### src/shared/conv_host_defines.svh
`ifndef CONV_HOST_DEFINES_SVH
`define CONV_HOST_DEFINES_SVH

// clock period in ns
`define CLK_PERIOD_NS      100
// least convert strobe low time, ns
`define WR_LOW_MIN_NS      600
// longest convert strobe low time, ns
`define WR_LOW_MAX_NS      50000
// least gap from convert rise to read strobe, ns
`define RD_AFTER_WR_NS     600
// typical internal timeout to done flag, ns
`define DONE_TIMEOUT_NS    800
// read-only mode conversion limit: two 800 ns phases, ns
`define RD_MODE_CONV_NS    1600
// least recovery gap between conversions, ns
`define RECOVERY_NS        500

// least times round up, longest times round down
`define WR_LOW_CYC   ((`WR_LOW_MIN_NS + `CLK_PERIOD_NS - 1) / `CLK_PERIOD_NS)
`define WR_MAX_CYC   (`WR_LOW_MAX_NS / `CLK_PERIOD_NS)
`define RD_GAP_CYC   ((`RD_AFTER_WR_NS + `CLK_PERIOD_NS - 1) / `CLK_PERIOD_NS)
`define DONE_CYC     ((`DONE_TIMEOUT_NS + `CLK_PERIOD_NS - 1) / `CLK_PERIOD_NS)
`define RDM_CYC      ((`RD_MODE_CONV_NS + `CLK_PERIOD_NS - 1) / `CLK_PERIOD_NS)
`define RECOV_CYC    ((`RECOVERY_NS + `CLK_PERIOD_NS - 1) / `CLK_PERIOD_NS)

// reset value of the captured result
`define RESULT_RST   8'h00

`endif

### src/shared/conv_host_pkg.sv
package conv_host_pkg;
   typedef logic [7:0] result_t;
   typedef enum logic [1:0] {
      RD_ONLY,
      WR_RD_WAIT_DONE,
      WR_RD_FAST
   } seq_mode_e;
endpackage

### src/hw/conv_host.sv
`timescale 1ns/1ps
`default_nettype none
`include "conv_host_defines.svh"

////////////////////////////////////////////////////////////////////////////
// Behaviour
// converter adds an overrange comparator; host captures its flag
// converter banks alternate zero and compare phases
// write mode: convert strobe fall starts upper-half compare
// host holds convert strobe low at least 600 ns
// host drops read strobe at least 600 ns after convert rises
// read strobe fall re-phases banks for next conversion
// host drives static mode strap: low read-only, high write-then-read
// read-only: host holds read low until done flag falls
// read-only: ready output shows converter busy
// read-only phases timed internally, 800 ns each
// interrupt style host waits for done flag before reading
// fast host reads 600 ns after convert rises, no wait
// early read makes done flag fall at once with data
// stand-alone: select and read low, convert pulse starts it
// host keeps convert strobe low no longer than 50 us
// host waits at least 500 ns before next conversion
// input sampled while convert low, or first 800 ns of read
// all-zero code equals negative reference level
// read-only completion: ready released, done flag low
// read-only: read fall with select low starts conversion
// overrange output always driven
// result bus driven only while select and read low; the model always drives it, inverted unless done is also low
// done flag returns high on read release or new start
module conv_host #(
   parameter int WR_CYC   = `WR_LOW_CYC,
   parameter int RD_CYC   = `RD_GAP_CYC,
   parameter int RECV_CYC = `RECOV_CYC,
   parameter int TMO_CYC  = `RDM_CYC + `DONE_CYC
) (
   input  wire logic                   REF_CLK,
   input  wire logic                   RST,
   input  wire logic                   START,
   input  wire conv_host_pkg::seq_mode_e MODE_SEL,
   output var  logic                   BUSY,
   output var  logic                   DONE,
   output var  logic                   TIMEOUT,
   output var  conv_host_pkg::result_t RESULT,
   output var  logic                   OVERRANGE,
   output var  logic                   CS_N,
   output var  logic                   WR_N,
   output var  logic                   RD_N,
   output var  logic                   MODE,
   input  wire logic                   INT_N,
   input  wire logic                   RDY_OE,
   input  wire conv_host_pkg::result_t RESULT_BUS,
   input  wire logic                   OFL_N
);
   import conv_host_pkg::*;

   // counter is 16 bits and the strobe must stay under its ceiling
   if (WR_CYC < 1 || WR_CYC > `WR_MAX_CYC || RD_CYC < 1
       || RECV_CYC < 1 || TMO_CYC < 1 || TMO_CYC > 65535) begin : g_bad_cfg
      $error("conv_host: timing parameter out of range");
   end

   typedef enum logic [2:0] {
      IDLE, WR_LOW, WR_GAP, RD_LOW, RECOVER
   } state_e;

   state_e      state;
   logic [15:0] cnt;
   seq_mode_e   cur_mode;
   logic        cnt_done;

   assign cnt_done = (cnt == 16'h0000);

   ////////////////////////////////////////////////////////////////////////
   // sequencer
   always_ff @(posedge REF_CLK) begin
      if (RST) begin
         state    <= IDLE;
         cnt      <= 16'h0000;
         cur_mode <= RD_ONLY;
      end else begin
         if (!cnt_done)
            cnt <= cnt - 16'h0001;
         case (state)
            IDLE: begin
               if (START) begin
                  cur_mode <= MODE_SEL;
                  if (MODE_SEL == RD_ONLY) begin
                     state <= RD_LOW;
                     cnt   <= 16'(TMO_CYC);
                  end else begin
                     state <= WR_LOW;
                     cnt   <= 16'(WR_CYC - 1);
                  end
               end
            end
            WR_LOW: begin
               // ending on the count keeps low under 50 us
               if (cnt_done) begin
                  state <= WR_GAP;
                  cnt   <= (cur_mode == WR_RD_FAST)
                           ? 16'(RD_CYC - 1) : 16'(TMO_CYC);
               end
            end
            WR_GAP: begin
               if (cur_mode == WR_RD_FAST) begin
                  if (cnt_done) begin
                     state <= RD_LOW;
                     cnt   <= 16'(TMO_CYC);
                  end
               end else if (!INT_N || cnt_done) begin
                  state <= RD_LOW;
                  cnt   <= 16'(TMO_CYC);
               end
            end
            RD_LOW: begin
               // read held until done falls; counter guards a dead part
               if (!INT_N || cnt_done) begin
                  state <= RECOVER;
                  cnt   <= 16'(RECV_CYC - 1);
               end
            end
            RECOVER: begin
               if (cnt_done)
                  state <= IDLE;
            end
            default: state <= IDLE;
         endcase
      end
   end

   ////////////////////////////////////////////////////////////////////////
   // pins, all registered
   always_ff @(posedge REF_CLK) begin
      if (RST) begin
         CS_N <= 1'b1;
         WR_N <= 1'b1;
         RD_N <= 1'b1;
         MODE <= 1'b0;
      end else begin
         // strap follows selection only while idle, so it stays static
         if (state == IDLE && START)
            MODE <= (MODE_SEL != RD_ONLY);
         CS_N <= !((state == IDLE && START) || state == WR_LOW
                   || state == WR_GAP
                   || (state == RD_LOW && INT_N && !cnt_done));
         WR_N <= !((state == IDLE && START && MODE_SEL != RD_ONLY)
                   || (state == WR_LOW && !cnt_done));
         RD_N <= !((state == IDLE && START && MODE_SEL == RD_ONLY)
                   || (state == WR_GAP && cur_mode == WR_RD_FAST
                       && cnt_done)
                   || (state == WR_GAP && cur_mode != WR_RD_FAST
                       && (!INT_N || cnt_done))
                   || (state == RD_LOW && INT_N && !cnt_done));
      end
   end

   ////////////////////////////////////////////////////////////////////////
   // result capture and status
   always_ff @(posedge REF_CLK) begin
      if (RST) begin
         RESULT    <= `RESULT_RST;
         OVERRANGE <= 1'b0;
         DONE      <= 1'b0;
         TIMEOUT   <= 1'b0;
         BUSY      <= 1'b0;
      end else begin
         DONE <= 1'b0;
         BUSY <= !(state == IDLE && !START)
                 && !(state == RECOVER && cnt_done);
         // overrange pin is always driven, so sample it every cycle
         OVERRANGE <= !OFL_N;
         if (state == IDLE && START)
            TIMEOUT <= 1'b0;
         if (state == RD_LOW) begin
            if (!INT_N) begin
               RESULT <= RESULT_BUS;
               DONE   <= 1'b1;
            end else if (cnt_done)
               TIMEOUT <= 1'b1;
         end
      end
   end

   ////////////////////////////////////////////////////////////////////////
   // checks
   localparam int WR_MAX_LIM = `WR_MAX_CYC;
endmodule
`default_nettype wire

### config.mk
export PLATFORM = sky130hd
export DESIGN_NAME = conv_host
export DESIGN_NICKNAME = d
export VERILOG_FILES = /design/src/shared/conv_host_pkg.sv /design/src/hw/conv_host.sv
export VERILOG_INCLUDE_DIRS = /design/src /design/src/shared
export SDC_FILE = /design/constraint.sdc
export NUM_CORES = 1
export LEC_CHECK = 0
export BUFFER_PORTS_ARGS = -buffer_cell sky130_fd_sc_hd__buf_2
export CORE_MARGIN = 5
export CORE_UTILIZATION = 55
export CTS_BUF_LIST = sky130_fd_sc_hd__clkbuf_4 sky130_fd_sc_hd__clkbuf_8 sky130_fd_sc_hd__clkbuf_16
export DETAILED_ROUTE_END_ITERATION = 10
export GPL_ROUTABILITY_DRIVEN = 0
export PLACE_DENSITY_LB_ADDON = 0.05
export SLEW_MARGIN = 40
export SYNTH_ARGS = -nofsm -noshare
export SYNTH_HDL_FRONTEND = slang
export SYNTH_SLANG_ARGS = --single-unit
### constraint.sdc
create_clock -name REF_CLK -period 6.28 [get_ports REF_CLK]
set_clock_uncertainty 0.15 [all_clocks]
set_input_delay 1.256 -clock REF_CLK [delete_from_list [all_inputs] [get_ports REF_CLK]]
set_output_delay 1.256 -clock REF_CLK [all_outputs]
set_load 0.03 [all_outputs]
=== Word-level counts from Yosys, hierarchy flattened ===
Cells that the tools add are included.

* Register bits after elaboration: 37
* Bits in latches: 0
* Bits in writable memories: 0
* Memory bits (read-only): 0
* Input bits: 16
* Output and inout port bits: 16
* Word-level logic and storage cells: 89
* Memories kept: 0

* Add/sub/neg operators: 1
* Multipliers: 0
* Divide/modulo/power cells: 0
* Magnitude comparators: 0
* Equal/unequal tests: 12
* Shift operators: 0
* Multiplexer cells: 24
* Bitwise gates (word level): 2
* Reductions and logical operators: 38

{| class="wikitable"
|+ Operator list
! operator !! count
|-
| $mux W16 || 7
|-
| $pmux W16 S4 || 1
|-
| $mux W3 || 7
|-
| $logic_not A16 Y1 || 1
|-
| $sub A16 B1 Y16 const B || 1
|-
| $pmux W3 S5 || 1
|-
| $logic_and A1 B1 Y1 || 13
|-
| $mux W5 || 2
|-
| $ne A2 B2 Y1 const B || 5
|-
| $logic_not A1 Y1 || 9
|-
| $logic_or A1 B1 Y1 || 8
|-
| $eq A3 B2 Y1 const B || 2
|-
| $ne A3 B3 Y1 const B || 2
|-
| $reduce_and A6 Y1 || 1
|-
| $mux W1 || 5
|-
| $reduce_and A2 Y1 || 2
|-
| $eq A3 B1 Y1 const B || 1
|-
| $eq A3 B3 Y1 const B || 1
|-
| $logic_not A3 Y1 || 1
|-
| $eq A2 B2 Y1 const B || 1
|-
| $logic_not A2 Y1 || 1
|-
| $mux W2 || 1
|-
| $not A1 Y1 || 2
|-
| $reduce_bool A2 Y1 || 1
|-
| $reduce_or A2 Y1 || 1
|}

=== Longest topological paths before layout ===
* Depth in word-level cells: 7
* Gate-level depth with buffers: 10
* Depth with buffers taken out: 10

=== Worst setup path before layout ===
OpenSTA, ideal clock, no wires.

* Path type: input -> register
* From: input port START
* To: register state[0]
* Arrival: 2394 ps
* Data required time: 6060 ps
* Path slack: 3666 ps
* Stages: 5
* Cells stage by stage: or4b_4 -> o211ai_2 -> a21oi_2 -> or4_1 -> a21oi_1

* Word-level cells in the longest chain between the ends: 2

{| class="wikitable"
|+ Ends and longest elaborated chain
! what !! line !! RTL
|-
| from (decl) || conv_host.sv:38 || <nowiki>input wire logic START,</nowiki>
|-
| $ne A2 B2 Y1 (no line) || n/a ||
|-
| $reduce_and A6 Y1 (no line) || n/a ||
|-
| to (signal assigned) || conv_host.sv:77 || <nowiki>state <= IDLE;</nowiki>
|-
| to (signal assigned) || conv_host.sv:88 || <nowiki>state <= RD_LOW;</nowiki>
|-
| to (signal assigned) || conv_host.sv:91 || <nowiki>state <= WR_LOW;</nowiki>
|-
| to (decl) || conv_host.sv:66 || <nowiki>state_e state;</nowiki>
|}

Every way passes these cells.
A chain may end at the register's enable or synchronous reset.

=== Worst setup path in the final report ===
* From: register cnt[0]
* To: register cnt[0]

* Word-level cells in the longest chain between the ends: 5
* Elaborated cells on any way between the ends: 11
* Classes of those cells: 1 x add/sub; 8 x mux; 2 x reduce/logical

{| class="wikitable"
|+ Ends and longest elaborated chain
! what !! line !! RTL
|-
| from (decl) || conv_host.sv:67 || <nowiki>logic [15:0] cnt;</nowiki>
|-
| from (signal assigned) || conv_host.sv:82 || <nowiki>cnt <= cnt - 16'h0001;</nowiki>
|-
| from (signal assigned) || conv_host.sv:89 || <nowiki>cnt <= 16'(TMO_CYC);</nowiki>
|-
| from (signal assigned) || conv_host.sv:92 || <nowiki>cnt <= 16'(WR_CYC - 1);</nowiki>
|-
| $sub A16 B1 Y16 / $logic_not A16 Y1 (equally long branches) || conv_host.sv:82, conv_host.sv:71 ||
|-
| $mux W16 / $logic_or A1 B1 Y1 (equally long branches) || conv_host.sv:81, conv_host.sv:110, conv_host.sv:117 ||
|-
| $mux W16 (on tied branches) || conv_host.sv:110, conv_host.sv:106 ||
|-
| $mux W16 || conv_host.sv:105 || <nowiki>if (cur_mode == WR_RD_FAST) begin</nowiki>
|-
| $pmux W16 S4 * || conv_host.sv:83 || <nowiki>case (state)</nowiki>
|}

Mark *: on every way between the ends. The rest lies on a longest branch, timed or not.

==> results.cfg <==
[final_layout]
fin_area_sq_um = 2090
mostFrequentLayoutCell = dfxtp_1
insertedDiodeCount = 0
drive_gt1_share_pct = 20.5
fin_util_pct = 63.8
final_net_count = 271
syn2layout_area_growth_pct = 13.4
final_cell_mix = dfxtp_1, nor2_1, buf_2, nand2_1, a21oi_1

[worst_setup_path]
cp.arrival_ns = 3.09
cp-start-kind = flop
crit_type = flop to flop
end_kind = flop
path_delay_family = simple AND/OR/NAND/NOR gates
crit_fanout = 12
cpMostUsedCell = ha_1
crit_chain = inv_1 > ha_1 > nor3b_4 > and2_4 > nand4_1 > ha_1 > or4_1 > nor2_1 > o31a_1
critPathBufInv = 1
cpMaxStageDelayCell = or4_1
required_ns = 6.42
critPathMaxStageDelay_ns = 0.50

[synth]
yosys-top-cells-area = dfxtp_1, nor2_1, a21oi_1
synth_top_cell_by_area = dfxtp_1
syn_nets = 243
synth_edf_count = 0
synth_top_flop_cell = dfxtp_1
syn-cell-area_sq_um = 1850
yosysSeqAreaShare_pct = 40.1
synth_top_area_share_pct = 40.1
avgSynthCellArea_sq_um = 8.21
synth-seq-cells = 37
async_flop_share_pct = 0
synth_cells = 225
synth_cell_types = 50
yosys_warnings = 0

[timing]
hold_violations = 0
relSlewSlack_pct = 58.0
finalSetupViolations = 0
maxSlewViolCount = 0
layout_min_cycle_time_ns = 2.95
rsz0062_at_grt = no
setup-tns-final_ns = 0
fmax_ghz = 0.339
finalCritPeriodShare_pct = 46.9
worst_pin_slew_ns = 0.630
hold_ws_ns = 0.310

[power]
p_comb_share_pct = 56.1
vdd_ir_drop_max_mv = 0.238
clkPwrFrac_pct = 13.8
switching_share_pct = 48.0
p_switching_w = 0.000591
seq_power_share_pct = 30.1
power_density_nw_per_um2 = 588
p_leak_nw = 0.835
internal-power_w = 0.000640
totalPowerFinal_w = 0.00123

[drt]
postRouteAntennaNets = 0
post_drt_wl_per_cell_um = 13.4
drc = 0
dr.first_iter.drc_count = 75
via_per_inst = 5.46
dr_total_vias = 1639
drt_pass1_iterations = 5
routed_wl_um = 4030

[clock_network]
cts_root_buf = clkbuf_4
htreeDepth = 2
cts_resized = 0
cts-buffers-inserted = 5
numClockSinks = 37
ctsHoldBuffers = 0
clkTransAtPathRegs_ns = 0.12
cts_tree = done
cts_buffer_depth = 2
clock_latency_ns = 0.35
post-cts-setup-buffers = 0

[floorplanning]
io_pins = 32
die_y_um = 67.9
die_x_um = 67.9
start_util_pct = 56.2
rows = 21
core-area_sq_um = 3280
fp.dieArea_sq_um = 4620

[hold_path]
min_path_type = flop to flop

[grt]
grt_max_degree = 24
overflow = 0
grt_pass1_vias = 1497
antenna_found_initial = 0
track_usage_pct = 19.0
grt_pass1_wl_um = 6670

[placed_design]
dp_hpwl_um = 2930
port_buffers = 30
dpl_cell_area_sq_um = 2010

[outcome]
outcome = finished clean

[run]
drv_cap = 0
[per-layer routing]
layer | vias up | wire length [um] | track usage (%) | part of all wire (%)
li1 | 852 | - | - | -
met1 | 750 | 1840 | 24.1 | 46
met2 | 31 | 1940 | 30.9 | 48
met3 | 6 | 198 | 4.76 | 4.9
met4 | 0 | 55 | 7.44 | 1.4
met5 | - | 0 | 0 | 0
[flip-flops by register name, indices dropped and copies added, names as in the netlist]
name and flops:
DONE 1, WR_N 1, cur_mode 2, RD_N 1
BUSY 1, MODE 1, TIMEOUT 1, RESULT 8
OVERRANGE 1, CS_N 1, state 3, cnt 16
[synth_stat cells (3+ instances only)]
cell type  number
a21oi_1        24
clkbuf_1        6
dfxtp_1        37
inv_1           6
mux2i_1         4
nand2_1        29
nand2b_1        4
nand3_1         4
nand4_1         3
nor2_1         34
nor3_1          7
o21ai_0         9
o31ai_1         4
xnor2_1         4
xor2_1          5
[worst paths after layout]
| path | start | cells past startpoint | slack (ns) | endpoint |
|---|---|---|---|---|
| hold / removal | RESULT[5] | 2 | 0.31 | RESULT[5] |
| hold reg to reg | RESULT[5] | 2 | 0.31 | RESULT[5] |
| setup / recovery | cnt[0] | 9 | 3.33 | cnt[0] |
| setup reg to reg | cnt[0] | 9 | 3.33 | cnt[0] |
[power by group through the flow]
stage / logic, W / registers [W] / clock network [W]
global route: 0.000765 / 0.000381 / 0.000186
floorplan: 0.000568 / 0.000377 / 0
global placement: 0.000678 / 0.000374 / 0
finish: 0.000690 / 0.000370 / 0.000170
detailed placement: 0.000685 / 0.000375 / 0
CTS: 0.000689 / 0.000370 / 0.000175
[per-stage QoR]
step / worst slack [ns] / cells
3_5_place_dp: 3.33 / 292
5_1_grt: 3.12 / 300
4_1_cts: 3.33 / 300
6_report: 3.33 / 300
3_3_place_gp: 3.23 / 291
2_1_floorplan: 3.67 / 225
[worst reg2reg max path, cell delays in order, from the launching register on]
cell and delay [ns]:
dfxtp_1 0.35, inv_1 0.11, ha_1 0.22, nor3b_4 0.32, and2_4 0.30, nand4_1 0.30
ha_1 0.41, or4_1 0.50, nor2_1 0.10, o31a_1 0.13
[cell type report]
class                   count  area (sq um)
well taps                  46          57.6
multi-input cells         172          1030
inverters                   6          22.5
clock buffers               5          37.5
repair buffers             31           158
clock inverters             3          46.3
flip-flops and latches     37           741
fillers                   310          1190
[cells by family after synthesis]
| kind of cell | count (synthesis) | synth area share [%] |
|---|---|---|
| flip-flops | 37 | 40.1 |
| multiplexers | 4 | 2.17 |
| buffers and inverters | 16 | 4.00 |
| adder cells (fa/ha/maj) | 2 | 1.35 |
| AND/OR/NAND/NOR | 103 | 29.6 |
| AO/OA/AOI/OAI | 54 | 18.5 |
| XOR/XNOR | 9 | 4.27 |
Note: power is estimated with default switching activity, not from simulation.
